==> config.mk <==
export PLATFORM = sky130hd
export DESIGN_NAME = lsc_ctrl
export DESIGN_NICKNAME = d
export VERILOG_FILES = /design/src/lsc_pkg.sv /design/src/lsc_conv_if.sv /design/src/lsc_conv_timer.sv /design/src/lsc_ctrl.sv
export VERILOG_INCLUDE_DIRS = /design/src
export SDC_FILE = /design/constraint.sdc
export NUM_CORES = 1
export LEC_CHECK = 0
export ABC_AREA = 0
export ABC_CLOCK_PERIOD_IN_PS = 2400
export BUFFER_PORTS_ARGS = -buffer_cell sky130_fd_sc_hd__buf_2
export CAP_MARGIN = 10
export CORE_UTILIZATION = 56
export DETAILED_ROUTE_END_ITERATION = 10
export GPL_TIMING_DRIVEN = 0
export HOLD_SLACK_MARGIN = 0.12
export PLACE_DENSITY = 0.77
export SETUP_SLACK_MARGIN = 0.5
export SYNTH_ARGS = -nofsm -noshare
export SYNTH_HDL_FRONTEND = slang
export SYNTH_HIERARCHICAL = 1
export SYNTH_SLANG_ARGS = --single-unit
==> constraint.sdc <==
create_clock -name clk -period 2.4 [get_ports clk]
set_input_delay 0.12 -clock clk [delete_from_list [all_inputs] [get_ports clk]]
set_output_delay 0.12 -clock clk [all_outputs]
set_load 0.02 [all_outputs]
==> src/lsc_cfg.svh <==
// Offsets, field positions, reset values and timing counts of the conversion control block.
`ifndef LSC_CFG_SVH
`define LSC_CFG_SVH

// ****************************************************************
// Register layout
// ****************************************************************
`define LSC_CFG_OFFSET 8'h01
`define LSC_RANGE_MSB 15
`define LSC_RANGE_LSB 12
`define LSC_CTIME_BIT 11
`define LSC_MODE_MSB 10
`define LSC_MODE_LSB 9
`define LSC_OVF_BIT 8
`define LSC_RESET_WORD 16'hC810
`define LSC_RANGE_RESET 4'hC
`define LSC_CTIME_RESET 1'h1
`define LSC_LOWCTL_RESET 5'h10
`define LSC_AUTO_CODE 4'hC
`define LSC_RANGE_MAX 4'hB
`define LSC_RANGE_LOSSY 4'h5

// ****************************************************************
// Timing
// ****************************************************************
`define LSC_CLK_MHZ 200
`define LSC_T_SHORT_MS 100
`define LSC_T_LONG_MS 800
`define LSC_SHORT_CYCLES (`LSC_T_SHORT_MS * 1000 * `LSC_CLK_MHZ)
`define LSC_LONG_CYCLES (`LSC_T_LONG_MS * 1000 * `LSC_CLK_MHZ)

`endif

==> src/lsc_pkg.sv <==
// Types shared by the conversion control block.
package lsc_pkg;
   // Controller states, Gray coded along idle, convert, finish.
   typedef enum logic [1:0] {
      LSC_IDLE = 2'h0,
      LSC_CONV = 2'h1,
      LSC_FINISH = 2'h3
   } lsc_state_t;
   // Operating modes of the mode field.
   typedef enum logic [1:0] {
      LSC_SHUTDOWN = 2'h0,
      LSC_SINGLE = 2'h1,
      LSC_CONT_A = 2'h2,
      LSC_CONT_B = 2'h3
   } lsc_mode_t;
   typedef logic [3:0] lsc_range_t;
endpackage : lsc_pkg

==> src/lsc_conv_if.sv <==
// Interface between the controller and its conversion timer.
`timescale 1ns/10ps
`default_nettype none
interface lsc_conv_if;
   logic start;    // High one cycle per launch, back to back while auto range steps up: begin a conversion, restarting any running one.
   logic abort;    // One-cycle pulse: stop the running conversion.
   logic longTime; // Level: long conversion time selected.
   logic done;     // One-cycle pulse: the conversion time has elapsed.
   modport ctrl (output start, output abort, output longTime, input done);
   modport timer (input start, input abort, input longTime, output done);
endinterface : lsc_conv_if
`default_nettype wire

==> src/lsc_conv_timer.sv <==
// Conversion timer: counts out the short or the long conversion time.
`timescale 1ns/10ps
`default_nettype none
`include "lsc_cfg.svh"
module lsc_conv_timer
   import lsc_pkg::*;
#(
   parameter int unsigned SHORT_CYCLES = `LSC_SHORT_CYCLES,
   parameter int unsigned LONG_CYCLES = `LSC_LONG_CYCLES
) (
   // Clock and reset
   input wire logic clk,
   input wire logic rst_n,
   // Controller side
   lsc_conv_if.timer conv
);
   logic [31:0] count;   // Cycles spent in the running conversion.
   logic running;        // A conversion is being timed.
   wire [31:0] target;   // Length of the running conversion in cycles.
   wire atEnd;           // Last cycle of the running conversion.

   assign target = conv.longTime ? LONG_CYCLES : SHORT_CYCLES;
   assign atEnd = running && (count == target - 32'h1);

   // ****************************************************************
   // Counter
   // ****************************************************************
   // Start wins over abort so that an abort-and-restart is one pulse.
   always_ff @(posedge clk or negedge rst_n) begin
      if (!rst_n) begin
         count <= 32'h0;
         running <= 1'b0;
         conv.done <= 1'b0;
      end else begin
         conv.done <= atEnd && !conv.start && !conv.abort;
         if (conv.start) begin
            count <= 32'h0;
            running <= 1'b1;
         end else if (conv.abort || atEnd) begin
            running <= 1'b0;
         end else if (running) begin
            count <= count + 32'h1;
         end
      end
   end
endmodule : lsc_conv_timer
`default_nettype wire

==> src/lsc_ctrl.sv <==
// Conversion control of the light sensor configuration register.
`timescale 1ns/10ps
`default_nettype none
`include "lsc_cfg.svh"
module lsc_ctrl
   import lsc_pkg::*;
#(
   parameter int unsigned SHORT_CYCLES = `LSC_SHORT_CYCLES,
   parameter int unsigned LONG_CYCLES = `LSC_LONG_CYCLES
) (
   // Clock and reset
   input wire logic clk,
   input wire logic rst_n,
   // Configuration register port
   input wire logic cfgWrite,
   input wire logic [15:0] cfgWrData,
   output logic [15:0] cfgRdData,
   // Flags kept by the comparison logic: ready, high, low
   input wire logic [2:0] flagsIn,
   // Converter front end
   input wire logic adcOverload,
   input wire logic [11:0] adcSample,
   output logic [3:0] rangeApplied,
   output logic convTimeApplied,
   output logic convActive,
   output logic [1:0] resolutionLoss,
   // Result register contents
   output logic [15:0] resultReg
);
   // ****************************************************************
   // Configuration storage
   // ****************************************************************
   lsc_range_t rangeSel;    // Range field as written.
   logic convTimeSel;       // Conversion time bit.
   logic [1:0] modeSel;     // Operating mode field.
   logic overflowFlag;      // Overflow bit of the last measurement.
   logic [4:0] lowCtl;      // Latch, polarity, mask and count bits, stored only.
   lsc_range_t autoRange;   // Range chosen by the automatic mode.
   lsc_state_t state;       // Controller state.
   logic ovfSeen;           // Overload seen during the running conversion.
   lsc_conv_if conv ();     // Link to the timer.

   // ****************************************************************
   // Decoding
   // ****************************************************************
   wire finish = (state == LSC_FINISH);
   wire isAuto = (rangeSel == `LSC_AUTO_CODE);
   wire atMax = (autoRange == `LSC_RANGE_MAX);
   // Overload in auto mode below the top range restarts one range up.
   wire bump = (state == LSC_CONV) && isAuto && adcOverload && !atMax && !cfgWrite;
   // A small result lets the next auto conversion try one range down.
   wire lowResult = (adcSample[11:10] == 2'h0) && (autoRange != 4'h0);
   wire wrActive = (cfgWrData[`LSC_MODE_MSB:`LSC_MODE_LSB] != LSC_SHUTDOWN);
   wire contMode = modeSel[1];
   wire relaunch = finish && contMode && !cfgWrite;
   wire launch = (cfgWrite && wrActive) || relaunch || bump;
   wire stopNow = cfgWrite && !wrActive;
   wire [3:0] effRange = cfgWrite ? cfgWrData[`LSC_RANGE_MSB:`LSC_RANGE_LSB] : rangeSel;
   wire effTime = cfgWrite ? cfgWrData[`LSC_CTIME_BIT] : convTimeSel;
   wire [3:0] next_autoRange = bump ? autoRange + 4'h1 :
      (finish && isAuto && !ovfSeen && lowResult) ? autoRange - 4'h1 : autoRange;
   // Reserved codes are never written; if one is, it acts as the top range.
   wire [3:0] manualRange = (effRange > `LSC_RANGE_MAX) ? `LSC_RANGE_MAX : effRange;
   wire [3:0] launchRange = (effRange == `LSC_AUTO_CODE) ? next_autoRange : manualRange;
   // The short time costs resolution only on the six lowest ranges.
   wire [1:0] next_loss = (effTime || launchRange > `LSC_RANGE_LOSSY) ? 2'h0 :
      (launchRange == `LSC_RANGE_LOSSY) ? 2'h1 :
      (launchRange == 4'h0) ? 2'h3 : 2'h2;
   wire [15:0] cfgWord = {rangeSel, convTimeSel, modeSel, overflowFlag, flagsIn, lowCtl};
   lsc_state_t next_state;

   // ****************************************************************
   // State machine
   // ****************************************************************
   always_comb begin
      if (launch) begin
         next_state = LSC_CONV;
      end else if (stopNow) begin
         next_state = LSC_IDLE;
      end else begin
         case (state)
            LSC_IDLE: next_state = LSC_IDLE;
            // A done pulse that meets a fresh start belongs to the aborted run.
            LSC_CONV: next_state = (conv.done && !conv.start) ? LSC_FINISH : LSC_CONV;
            LSC_FINISH: next_state = LSC_IDLE;
            default: next_state = LSC_IDLE;
         endcase
      end
   end

   // State and activity; activity is registered so the port comes from a flop.
   always_ff @(posedge clk or negedge rst_n) begin
      if (!rst_n) begin
         state <= LSC_IDLE;
         convActive <= 1'b0;
      end else begin
         state <= next_state;
         convActive <= (next_state != LSC_IDLE);
      end
   end

   // ****************************************************************
   // Configuration register
   // ****************************************************************
   // A host write replaces every writable field; ready and limit flags are
   // never touched here, so shutdown leaves them readable as they were.
   always_ff @(posedge clk or negedge rst_n) begin
      if (!rst_n) begin
         rangeSel <= `LSC_RANGE_RESET;
         convTimeSel <= `LSC_CTIME_RESET;
         modeSel <= LSC_SHUTDOWN;
         lowCtl <= `LSC_LOWCTL_RESET;
      end else if (cfgWrite) begin
         rangeSel <= cfgWrData[`LSC_RANGE_MSB:`LSC_RANGE_LSB];
         convTimeSel <= cfgWrData[`LSC_CTIME_BIT];
         modeSel <= cfgWrData[`LSC_MODE_MSB:`LSC_MODE_LSB];
         lowCtl <= cfgWrData[4:0];
      end else if (finish && modeSel == LSC_SINGLE) begin
         modeSel <= LSC_SHUTDOWN;
      end
   end

   // Read word is refreshed every cycle; the flag inputs pass untouched.
   always_ff @(posedge clk or negedge rst_n) begin
      if (!rst_n) begin
         cfgRdData <= `LSC_RESET_WORD;
      end else begin
         cfgRdData <= cfgWord;
      end
   end

   // ****************************************************************
   // Conversion launch and automatic range
   // ****************************************************************
   always_ff @(posedge clk or negedge rst_n) begin
      if (!rst_n) begin
         autoRange <= 4'h0;
         rangeApplied <= 4'h0;
         convTimeApplied <= `LSC_CTIME_RESET;
         resolutionLoss <= 2'h0;
         conv.start <= 1'b0;
         conv.abort <= 1'b0;
      end else begin
         autoRange <= next_autoRange;
         conv.start <= launch;
         conv.abort <= stopNow;
         if (launch) begin
            rangeApplied <= launchRange;
            convTimeApplied <= effTime;
            resolutionLoss <= next_loss;
         end
      end
   end
   assign conv.longTime = convTimeApplied;

   // ****************************************************************
   // Overflow and result
   // ****************************************************************
   // The overflow bit is rebuilt at each finished measurement. In manual
   // range a brief overload sets it even if the final sample is in range.
   always_ff @(posedge clk or negedge rst_n) begin
      if (!rst_n) begin
         ovfSeen <= 1'b0;
         overflowFlag <= 1'b0;
         resultReg <= 16'h0000;
      end else begin
         if (launch) begin
            ovfSeen <= 1'b0;
         end else if (state == LSC_CONV && adcOverload) begin
            ovfSeen <= 1'b1;
         end
         if (finish) begin
            overflowFlag <= ovfSeen;
            // Exponent is the range used; the LSB weight ignores the time bit.
            resultReg <= {rangeApplied, adcSample};
         end
      end
   end

   // ****************************************************************
   // Timer
   // ****************************************************************
   lsc_conv_timer #(
      .SHORT_CYCLES(SHORT_CYCLES),
      .LONG_CYCLES(LONG_CYCLES)
   ) u_timer (
      .clk(clk),
      .rst_n(rst_n),
      .conv(conv)
   );
endmodule : lsc_ctrl
`default_nettype wire

After elaboration in Yosys (flattened, before gate mapping)
Index checks and enable logic that the tools add are counted.
{ "classes": {"n_addsub": 4, "n_lt_le_gt_ge": 2, "eq_ne": 9, "reduce_logical": 38, "muxes": 23} }
{ "op_table": {"columns": ["operator", "n"], "rows": [
  ["$mux W32", 3],
  ["$add A32 B1 Y32 const B", 1],
  ["$eq A32 B32 Y1", 1],
  ["$sub A32 B1 Y32 const B", 1],
  ["$mux W28", 1],
  ["$mux W4", 5],
  ["$logic_and A1 B1 Y1", 18],
  ["$mux W2", 8],
  ["$eq A4 B4 Y1 const B", 3],
  ["$reduce_bool A2 Y1", 6],
  ["$logic_not A1 Y1", 6],
  ["$mux W1", 6],
  ["$add A4 B1 Y4 const B", 1],
  ["$eq A2 B1 Y1 const B", 2],
  ["$eq A4 B3 Y1 const B", 1],
  ["$gt A4 B3 Y1 const B", 1],
  ["$gt A4 B4 Y1 const B", 1],
  ["$logic_not A4 Y1", 1],
  ["$logic_or A1 B1 Y1", 4],
  ["$reduce_bool A4 Y1", 1],
  ["$sub A4 B1 Y4 const B", 1],
  ["$eq A2 B2 Y1 const B", 1],
  ["$logic_not A2 Y1", 1],
  ["$ne A2 B2 Y1 const B", 1],
  ["$reduce_and A2 Y1", 1]
]} }
{ "word_totals": {"inputBits": 35, "regBits": 96, "elab_cells": 95, "out_inout_bits": 40} }

Depth between registers and ports, before layout
Gate-level depths: netlist (run 1).
{ "depth": {"ltp_word": 11, "depth_mapped": 8} }

By module
Netlist (run 1), hierarchy kept.
{ "by_module_without_submodules": {"columns": ["module", "instances", "cells_each", "area_each_um2"], "rows": [
  ["lsc_ctrl", 1, 185, 2488.6],
  ["lsc_conv_timer", 1, 229, 2067.0]
]} }

Least setup slack after synthesis (run 1)
Ideal clock, no wire load.
{ "synth_timing": {"path_type": "flip-flop to flip-flop", "start": "register convTimeApplied", "end": "register u_timer.count[0]", "path_stages_with_launch": 7, "path_slack_ns": 0.265, "t_arrival_ns": 2.007, "required_time_ns": 2.272, "n_path_buf": 1, "cell_sequence": "dfstp_2 nand2_1 or3_1 a2111oi_4 buf_4 nor2_1 mux2_1"} }
{ "synth_between": {"elab_chain_len": 7} }
{ "synth_lines": {"columns": ["item", "line_no", "source"], "rows": [
  ["start: declaration", "lsc_ctrl.sv:24", "output logic convTimeApplied,"],
  ["start signal: assignment", "lsc_ctrl.sv:139", "convTimeApplied <= `LSC_CTIME_RESET;"],
  ["start signal: assignment", "lsc_ctrl.sv:149", "convTimeApplied <= effTime;"],
  ["$mux W28", "lsc_conv_timer.sv:22", "assign target = conv.longTime ? LONG_CYCLES : SHORT_CYCLES;"],
  ["$sub A32 B1 Y32", "lsc_conv_timer.sv:23", "assign atEnd = running && (count == target - 32'h1);"],
  ["$eq A32 B32 Y1", "lsc_conv_timer.sv:23", null],
  ["$logic_and A1 B1 Y1", "lsc_conv_timer.sv:23", null],
  ["$logic_or A1 B1 Y1", "lsc_conv_timer.sv:39", "end else if (conv.abort || atEnd) begin"],
  ["$ne A2 B2 Y1 (no source line)", null, null],
  ["$reduce_and A2 Y1 (no source line)", null, null],
  ["end signal: assignment", "lsc_conv_timer.sv:42", "count <= count + 32'h1;"],
  ["end: declaration", "lsc_conv_timer.sv:17", "logic [31:0] count;"]
]} }
Every way passes these cells.
A chain may end at the register's enable or synchronous reset.

Worst setup path after layout (run 1)
{ "layout_timing": {"start": "register autoRange[1]", "end": "register resolutionLoss[0]"} }
{ "layout_between": {"elab_chain_len": 10, "elab_cells_between_ends": 20, "classes_between": "2 x add/sub; 1 x order compare; 2 x eq/ne; 6 x mux; 9 x reduce/logical"} }
{ "layout_lines": {"columns": ["item", "line_no", "source"], "rows": [
  ["start: declaration", "lsc_ctrl.sv:38", "lsc_range_t autoRange;"],
  ["start signal: assignment", "lsc_ctrl.sv:144", "autoRange <= next_autoRange;"],
  ["branches (longest 10 deep; another with $sub A4 B1 Y4)", null, null],
  ["end signal: assignment", "lsc_ctrl.sv:150", "resolutionLoss <= next_loss;"],
  ["end: declaration", "lsc_ctrl.sv:26", "output logic [1:0] resolutionLoss,"]
]} }
Several ways; the timed one is not identified.

==> results of run 1 <==
## state kept, by name, indices dropped and copies added, names as in the netlist, 2 cells and up
signal / flops
u_timer/count: 32
cfgRdData: 16
resultReg: 16
lowCtl: 5
autoRange: 4
rangeApplied: 4
rangeSel: 4
modeSel: 2
resolutionLoss: 2
state: 2
## how the worst max path moves through the flow
stage / from / to / slack [ps] / cells after the start
after global routing: autoRange[0] / resolutionLoss[0] / 110 / 8
after global placement: u_timer/count[8] / u_timer/count[20] / 40 / 6
after floorplan: autoRange[0] / resolutionLoss[0] / 290 / 8
after CTS: autoRange[0] / resolutionLoss[0] / 210 / 8
final: autoRange[1] / resolutionLoss[0] / 170 / 8
after detailed placement: u_timer/count[8] / u_timer/count[14] / 40 / 6
## placed cells by master, fill, tap and decap left out, types with 6 or more instances in the layout
master,count
a21oi_1,8
a21oi_2,11
buf_2,72
buf_4,29
buf_6,9
clkbuf_8,10
dfrtp_1,71
dfrtp_2,16
dfstp_2,9
dlygate4sd3_1,30
inv_1,6
mux2_2,27
nand2_1,32
nand3_1,14
nand4_1,14
nor2_1,27
nor2b_1,6
nor4_1,6
o21ai_0,11
or3_4,8
xnor2_1,11
## through the flow
step / hold WS [ps] / total power, mW / std cells
after floorplan: -176 / 2.22 / 414
after global placement: 231 / 2.41 / 586
after detailed placement: 80.9 / 2.44 / 587
after CTS: 181 / 3.64 / 652
after global routing: 207 / 3.87 / 667
final: 190 / 3.72 / 667
## final cells by class
class | count | area (µm²)
flip-flops and latches | 96 | 2430
clock buffers | 9 | 124
repair buffers | 135 | 962
multi-input cells | 293 | 2400
inverters | 9 | 33.8
well taps | 102 | 128
clock inverters | 7 | 71.3
fillers | 462 | 1540
plain buffers | 16 | 118
## cell families (layout without fill, tap and decap cells)
family          Yosys count  after routing
simple gates            176            176
flops                    96             96
compound gates           66             66
mux                      34             34
buf+inv                  25            176
xor+xnor                 14             14
fa+ha+maj                 3              3
## power by group through the flow
| stage | logic [mW] | registers, mW | clock network, mW |
|---|---|---|---|
| floorplan | 0.282 | 1.94 | 0 |
| global placement | 0.541 | 1.87 | 0 |
| detailed placement | 0.570 | 1.87 | 0 |
| CTS | 0.743 | 1.84 | 1.06 |
| global route | 0.893 | 1.86 | 1.12 |
| finish | 0.833 | 1.84 | 1.04 |
## Yosys cell counts (all sizes together) (4+ instances only)
library cell  count
a21oi            19
and3              5
buf               7
clkbuf            9
dfrtp            87
dfstp             9
inv               9
mux2             32
nand2            33
nand2b            5
nand3            16
nand4            14
nor2             31
nor2b             7
nor3              4
nor4             12
nor4b             7
o21ai            17
o31ai             6
or3              13
or4               7
xnor2            12
## layer usage
layer	wire [µm]	track usage
met2	5910	0.432
met5	0	0
met3	967	0.0614
met1	4990	0.391
met4	347	0.130
## what timing repair did
item / in CTS / in global routing
endpoints found under the setup margin: 44 / 36
buffers inserted: 18 / 15
gates cloned: 1 / 0
gates resized for setup: 58 / 54
pin swaps: 23 / 29
hold buffers: 30 / 0
hold endpoints to repair: 118 / 0
## worst register-to-register path, stage by stage (launching register included)
cell	delay, ps
dfrtp_1	450
inv_2	110
ha_4	130
or3b_4	370
and4b_2	260
o211a_1	250
a21oi_2	190
xnor2_1	100
a32o_2	270
==> metrics.txt, run 1 <==
status=completed; Clock Skews=about 15 ps; Max H-tree Level=3; mapped cell area=around 4600 µm²; drt first pass iters=5; Setup crit start kind=register; P per Cell Area=around 600 nW/µm²; DP HPWL=7.15 mm; Psw=approximately 1.2 mW; Fmax=~450 MHz; minimum clock period after layout=around 2200 ps; setup violation total in the final timing report=0; Area after DPL=around 5100 µm²; number of synthesized flops with an enable pin=0; commonest register cell after synthesis=dfrtp_1; switch share=0.313; FF-to-FF End=resolutionLoss[0]; TritonCTS clock tree=built; RSZ-0062 raised after global routing=yes; worst IR drop on VDD=between 0.5 and 0.6 mV; CTS Sinks=96; routed len/inst=around 18 µm; Final Hold Viols=0; post-synth top area share=0.478; worst-path cell chain=inv_2 > ha_4 > or3b_4 > and4b_2 > o211a_1 > a21oi_2 > xnor2_1 > a32o_2; LEAKAGE=roughly 2.6 nW; worst slew pin tran=about 670 ps; WP data arrival=around 2500 ps; core area=between 7000 and 8000 µm²; CTS Buf Count=9; All-Layer GR Usage=0.284; P&R area growth vs syn=37.6%; # IOs=75; vias per inst=about 6; antenna violations before repair=0; synth top area cells=dfrtp_1 (48%), mux2_2 (6.7%), dfstp_2 (5.2%), nand2_1 (2.7%), nor2_1 (2.6%); Placer Congestion=roughly 0.86; main combinational cell family by area after synthesis=simple AND/OR/NAND/NOR gates; critical path required time=~2700 ps; YS warnings=6; n_diodes=0; Final WS setup=around 170 ps; power share of the clock group=0.281; CP max-delay cell=dfrtp_1; fin util=0.803; Sequential Power Share=0.495; Initial Util=0.583; crit-path max FO=5; 1st-iter DRT viols=402; antenna-violating nets left=0; Worst R2R Start=autoRange[1]; clock slew at reported path FFs=100 ps; Final #Nets=between 500 and 600; Reg2Reg Depth=8; CP Capture Type=register; fin area=about 6300 µm²; worst hold endpoint=rangeSel[2]; Root Buffer=clkbuf_8; flops & latches, synth=96; max cap viols=0; Max-slew headroom=0.553; Synth Area in Compound Gates=0.102; Syn Area/Cell=~11 µm²; worst-case clock buffer depth=2; via count=between 4,000 and 5,000; IO Port Bufs=70; flop2flop setup slack=170 ps; vias in the first global route=3,857; Mapped Nets=452; Hold Path Depth=3; register area share after synthesis=0.530; Synth async-reset ratio=1.00; Critical path buffers and inverters=1; Cells after Synth=around 410; fin crit share=0.929; simple-gate share of the synthesized area=0.223; pre-CTS WS=42.5 ps; Die W=between 90 and 100 µm; Int Pwr=2.56 mW; die area=about 8500 µm²; setup TNS=0 ps; leading area contributor after synthesis=dfrtp_1; Congestion Overflow GR=0; Adder-Cell Fraction of Synth Area=0.00824; row count=32; first-pass GRT wire length=between 15 and 20 mm; Hold Crit Class=in2reg; CP top delay family=compound AO/OA/AOI/OAI gates; synth unique cells=between 60 and 70; XOR/XNOR Fraction of Synth Area=0.0269; Gate power share=0.224; Skew-Pair Late Insertion Delay=~370 ps; fin. max-slew vios=0; layout cells sized above 1=0.464; Worst Path Class, Setup=reg2reg; largest net degree at the start of global routing=67; DRC Markers=0; hold path start=cfgWrite; die outline height=92.2 µm; CP max stage delay=~450 ps; post-synthesis mux area share=0.0835; routed wire length=about 12 mm
Note: power is estimated with default switching activity, not from simulation.
==> run 2, diff against run 1 <==
--- a/config.mk
+++ b/config.mk
@@ -11,9 +11,10 @@
 export BUFFER_PORTS_ARGS = -buffer_cell sky130_fd_sc_hd__buf_2
 export CAP_MARGIN = 10
-export CORE_UTILIZATION = 56
+export CORE_UTILIZATION = 58
+export CTS_BUF_LIST = sky130_fd_sc_hd__clkbuf_4
 export DETAILED_ROUTE_END_ITERATION = 10
 export GPL_TIMING_DRIVEN = 0
 export HOLD_SLACK_MARGIN = 0.12
-export PLACE_DENSITY = 0.77
+export PLACE_DENSITY = 0.8
 export SETUP_SLACK_MARGIN = 0.5
 export SYNTH_ARGS = -nofsm -noshare
==> constraint.sdc (replaced) <==
create_clock -name clk -period 2.4 [get_ports clk]
set_input_delay 0 -clock clk [delete_from_list [all_inputs] [get_ports clk]]
set_output_delay 0 -clock clk [all_outputs]
set_load 0.02 [all_outputs]
==> run 2 against run 1 <==
  * Total power is 1.8% lower
  * Register-to-register slack got worse by 120 ps
  * Via count up 7.4%
  * Sequential share of layout area shrank 0.15 points
  * Global-route usage up 2.1 points
  * Largest cell class unchanged
==> metrics.txt, run 2 (synthesized netlist as in run 1, its figures left out) <==
status=completed (unchanged); Biggest register=u_timer/count (unchanged); WP data arrival=2690 ps (was 2500 ps); worst slew pin tran=722 ps (was 671 ps); setup violation total in the final timing report=0 (unchanged); Initial Util=0.615 (was 0.583); Setup crit start kind=register (unchanged); Die W=90.6 µm (was 92.2 µm); Crit. Startpoint=autoRange[1] (unchanged); routed len/inst=20.6 µm (was 18.3 µm); clock slew at reported path FFs=170 ps (was 100 ps); fin crit share=0.977 (was 0.929); max FFs per register=32 (unchanged); IO Port Bufs=70 (unchanged); Placer Congestion=0.932 (was 0.859); DP HPWL=7.34 mm (was 7.15 mm); Final #Nets=609 (was 598); 1st-iter DRT viols=497 (was 402); worst-case clock buffer depth=2 (unchanged); DRC Markers=0 (unchanged); Skew-Pair Late Insertion Delay=460 ps (was 370 ps); minimum clock period after layout=2340 ps (was 2230 ps); Root Buffer=clkbuf_4 (was clkbuf_8); fin util=0.849 (was 0.803); commonest non-fill, non-tap cell in the layout=dfrtp_1 (was buf_2); All-Layer GR Usage=0.305 (was 0.284); most frequent cells in the layout=dfrtp_1 (72), buf_2 (71), dlygate4sd3_1 (36) (was buf_2 (72), dfrtp_1 (71), nand2_1 (32)); layout cells sized above 1=0.455 (was 0.464); largest net degree at the start of global routing=54 (was 67); FILL cells=372 (was 462); worst IR drop on VDD=0.422 mV (was 0.512 mV); Worst R2R Start=autoRange[1] (unchanged); TritonCTS clock tree=built (unchanged); CP Capture Type=register (unchanged); first-pass GRT wire length=19.7 mm (was 18.7 mm); critical path required time=2750 ps (was 2670 ps); Clock Skews=26.0 ps (was 14.6 ps); drt first pass iters=8 (was 5); core area=7410 µm² (was 7810 µm²); antenna violations before repair=0 (unchanged); crit-path max FO=4 (was 5); # IOs=75 (unchanged); Fmax=427 MHz (was 449 MHz); P&R area growth vs syn=38.1% (was 37.6%); Area after DPL=5090 µm² (was 5100 µm²); CTS Sinks=96 (unchanged); row count=31 (was 32); vias in the first global route=4,030 (was 3,857); Max H-tree Level=3 (unchanged); fin. max-slew vios=0 (unchanged); fin area=6290 µm² (was 6270 µm²); Hold Crit Class=in2reg (unchanged); hold path start=flagsIn[2] (was cfgWrite); die outline height=90.6 µm (was 92.2 µm); P per Cell Area=581 nW/µm² (was 594 nW/µm²); max cap viols=0 (unchanged); antenna-violating nets left=0 (unchanged); LEAKAGE=2.64 nW (was 2.61 nW); CTS Buf Count=9 (unchanged); die area=8210 µm² (was 8500 µm²); via count=4,339 (was 4,039); Congestion Overflow GR=0 (unchanged); RSZ-0062 raised after global routing=yes (unchanged); routed wire length=13.9 mm (was 12.2 mm); Max-slew headroom=0.519 (was 0.553); vias per inst=6.43 (was 6.06); n_diodes=0 (unchanged); Final Hold Viols=0 (unchanged); Worst Path Class, Setup=reg2reg (unchanged); largest registers=u_timer/count: 32 flops, cfgRdData: 16 flops, resultReg: 16 flops (unchanged)
==> run 2: cell count changes in the layout (fill, tap and decap cells not counted), moves of 4 or more <==
| cell | change |
|---|---|
| a21oi_2 | -4 |
| clkbuf_4 | +9 |
| clkbuf_8 | -9 |
| dlygate4sd3_1 | +6 |
==> run 2: layer usage <==
metal	track usage	vias to the layer above	wire length, µm
met3	0.0471	73	1200
met5	0	-	0
met2	0.490	320	6700
met1	0.415	2103	5440
li1	-	1843	-
met4	0.128	0	599
==> run 2: area by class of cell <==
class	count	area, µm²	area share
flip-flops and latches	96	2430	0.387
multi-input cells	293	2370	0.377
repair buffers	146	1080	0.171
well taps	99	124	0.0197
plain buffers	16	115	0.0183
clock inverters	7	70.1	0.0111
clock buffers	9	67.6	0.0107
inverters	9	33.8	0.00537
==> run 2: worst max-delay path, cell delays in order (launching register included) <==
cell       delay [ps]
dfrtp_1           450
buf_4             170
ha_1              200
nand3b_1          220
a2111oi_4         390
and2_4            220
o211ai_2          130
and2_1            190
a32o_2            260
==> run 2: where the power goes <==
group	internal (mW)	total, mW	switching, mW
Clock	0.242	0.851	0.609
Sequential	1.75	1.84	0.0947
Combinational	0.456	0.961	0.506
Total	2.45	3.65	1.21
==> run 2: final timing paths <==
path | endpoint | slack (ps) | depth (start not counted)
min | cfgRdData[7] | 170 | 2
max | resolutionLoss[0] | 60 | 8
max in group asynchronous | convTimeApplied | 1110 | 4
max reg2reg | resolutionLoss[0] | 60 | 8
min reg2reg | cfgRdData[11] | 380 | 0
min in group asynchronous | u_timer/count[17] | 580 | 3
==> run 2: per-stage QoR <==
step	worst slack, ps	power [mW]	instances	hold slack (ps)	setup TNS (ps)
6_report	56.2	3.65	675	169	0
5_1_grt	10.0	3.78	675	181	0
4_1_cts	260	3.50	660	125	0
3_5_place_dp	-25.5	2.44	584	37.7	-70.3
3_3_place_gp	21.5	2.41	583	109	0
2_1_floorplan	292	2.22	414	-296	0
==> run 2: timing repair <==
item	CTS	global route
hold buffers	36	0
gates cloned	0	1
resized for setup	48	57
pin swaps	26	28
endpoints found under the setup margin	47	45
setup buffers	24	14
endpoints found under the hold margin	123	0
==> run 3, diff against run 2 <==
Settings changed: ABC_CLOCK_PERIOD_IN_PS 2400 to 2700, CORE_UTILIZATION 58 to 60, PLACE_DENSITY 0.8 to 0.82.
Clock period 2.4 ns to 2.7 ns, I/O delays scaled along.
==> run 3 against run 2 <==
  * Worst hold slack improved by 0.95 ps
  * Highest routed layer unchanged
  * Critical path type unchanged
  * Non-clock buffer count down 20
  * Largest cell class unchanged
  * First-iteration DRC count fell by 28%
  * Largest power group unchanged
==> metrics.txt, run 3 (synthesized netlist as in run 1, its figures left out) <==
Max H-tree Level=3 (unchanged); max FFs per register=32 (unchanged); Hold Crit Class=in2reg (unchanged); CP max-delay cell=dfstp_2 (was dfrtp_1); All-Layer GR Usage=0.307 (was 0.305); die outline height=89.1 µm (was 90.6 µm); storage element area=2420 µm² (was 2430 µm²); fin. max-slew vios=0 (unchanged); drt first pass iters=5 (was 8); Final WS setup=437 ps (was 56.2 ps); CTS Buf Count=9 (unchanged); clock slew at reported path FFs=160 ps (was 170 ps); largest net degree at the start of global routing=63 (was 54); Root Buffer=clkbuf_4 (unchanged); Congestion Overflow GR=0 (unchanged); CP top delay family=compound AO/OA/AOI/OAI gates (unchanged); routed wire length=12.7 mm (was 13.9 mm); fin area=5930 µm² (was 6290 µm²); setup violation total in the final timing report=0 (unchanged); Biggest register=u_timer/count (unchanged); Worst Path Class, Setup=reg2reg (unchanged); Final Hold Viols=0 (unchanged); layout cells sized above 1=0.376 (was 0.455); DP HPWL=7.32 mm (was 7.34 mm); RSZ-0062 raised after global routing=yes (unchanged); die area=7950 µm² (was 8210 µm²); P&R area growth vs syn=30.2% (was 38.1%); CTS Sinks=96 (unchanged); Die W=89.1 µm (was 90.6 µm); crit-path max FO=5 (was 4); row count=31 (unchanged); Clock Skews=14.1 ps (was 26.0 ps); largest registers=u_timer/count: 32 flops, cfgRdData: 16 flops, resultReg: 16 flops (unchanged); Placer Congestion=0.925 (was 0.932); IO Port Bufs=70 (unchanged); CP max stage delay=600 ps (was 450 ps); worst-case clock buffer depth=2 (unchanged); minimum clock period after layout=2260 ps (was 2340 ps); core area=7290 µm² (was 7410 µm²); P per Cell Area=528 nW/µm² (was 581 nW/µm²); vias in the first global route=3,965 (was 4,030); worst IR drop on VDD=0.412 mV (was 0.422 mV); vias per inst=6.27 (was 6.43); routed len/inst=19.3 µm (was 20.6 µm); area taken by multi-input logic gates=2210 µm² (was 2370 µm²); WP data arrival=2650 ps (was 2690 ps); first-pass GRT wire length=18.4 mm (was 19.7 mm); fin crit share=0.838 (was 0.977); Critical path buffers and inverters=3 (was 1); max cap viols=0 (unchanged); critical path required time=3080 ps (was 2750 ps); Final #Nets=589 (was 609); antenna-violating nets left=0 (unchanged); FILL cells=445 (was 372); status=completed (unchanged); TritonCTS clock tree=built (unchanged); LEAKAGE=2.51 nW (was 2.64 nW); Skew-Pair Late Insertion Delay=450 ps (was 460 ps); setup TNS=0 ps (unchanged); Max-slew headroom=0.597 (was 0.519); most frequent cells in the layout=dfrtp_1 (79), buf_2 (71), nand2_1 (33) (was dfrtp_1 (72), buf_2 (71), dlygate4sd3_1 (36)); Setup crit start kind=register (unchanged); commonest non-fill, non-tap cell in the layout=dfrtp_1 (unchanged); antenna violations before repair=0 (unchanged); 1st-iter DRT viols=356 (was 497); pre-CTS WS=273 ps (was -25.5 ps); CP Capture Type=register (unchanged); # IOs=75 (unchanged); Initial Util=0.625 (was 0.615); Area after DPL=5060 µm² (was 5090 µm²); Fmax=442 MHz (was 427 MHz); worst slew pin tran=598 ps (was 722 ps); via count=4,104 (was 4,339); DRC Markers=0 (unchanged); worst-path cell chain=buf_12 > nand2_1 > or3_4 > a2111oi_4 > buf_4 > buf_6 > o31ai_1 > a21oi_2 (was buf_4 > ha_1 > nand3b_1 > a2111oi_4 > and2_4 > o211ai_2 > and2_1 > a32o_2); n_diodes=0 (unchanged)
[run 3: power by group]
group | switching, mW | total [mW] | leakage, nW | internal, mW
Sequential | 0.0765 | 1.63 | 1.19 | 1.55
Combinational | 0.394 | 0.747 | 1.25 | 0.353
Clock | 0.551 | 0.758 | 0.0659 | 0.207
[run 3: metal layers]
metal	share of wire	global-route usage	vias to the layer above	routed length, µm
met5	0	0	-	0
met4	0.037	0.110	0	468
met3	0.073	0.0748	59	926
met2	0.50	0.523	225	6330
met1	0.39	0.382	2012	4940
li1	-	-	1808	-
[run 3: path summary, 6_finish.rpt]
check,from,endpoint,slack [ps],cells past startpoint
worst max-delay path,convTimeApplied,u_timer/count[5],440,8
worst min-delay path,cfgWrite,autoRange[2],170,4
worst max register to register,convTimeApplied,u_timer/count[5],440,8
worst min register to register,lowCtl[4],cfgRdData[4],380,0
max in group asynchronous,rst_n,convTimeApplied,1770,4
min in group asynchronous,rst_n,u_timer/count[15],580,4
[run 3: what timing repair did]
action                                  4_1_cts  5_1_grt
pin swaps                                     5       14
buffers inserted                             13        7
cloned                                        0        2
hold buffers                                 33        0
resized for setup                            18       45
endpoints found under the setup margin       20       28
endpoints found under the hold margin       125        0
[run 3: stage by stage]
step	util	total power [mW]	hold slack, ps	cells
after detailed placement	0.694	2.15	-8.73	584
after CTS	0.780	3.04	138	646
after global routing	0.813	3.24	196	655
after floorplan	-	1.95	-296	414
after global placement	0.690	2.12	108	583
final	0.813	3.13	170	655
[run 3: layout make-up]
type | count | area share
Sequential cell | 96 | 0.409
Inverter | 9 | 0.00570
Buffer | 16 | 0.0165
Multi-Input combinational cell | 293 | 0.372
Tap cell | 99 | 0.0209
Clock inverter | 7 | 0.0112
Timing Repair Buffer | 126 | 0.154
Clock buffer | 9 | 0.0114
[run 3: worst min-delay path: stages]
cell      delay (ps)
buf_2            110
and4bb_2         300
o211ai_1         120
nand2_1           70
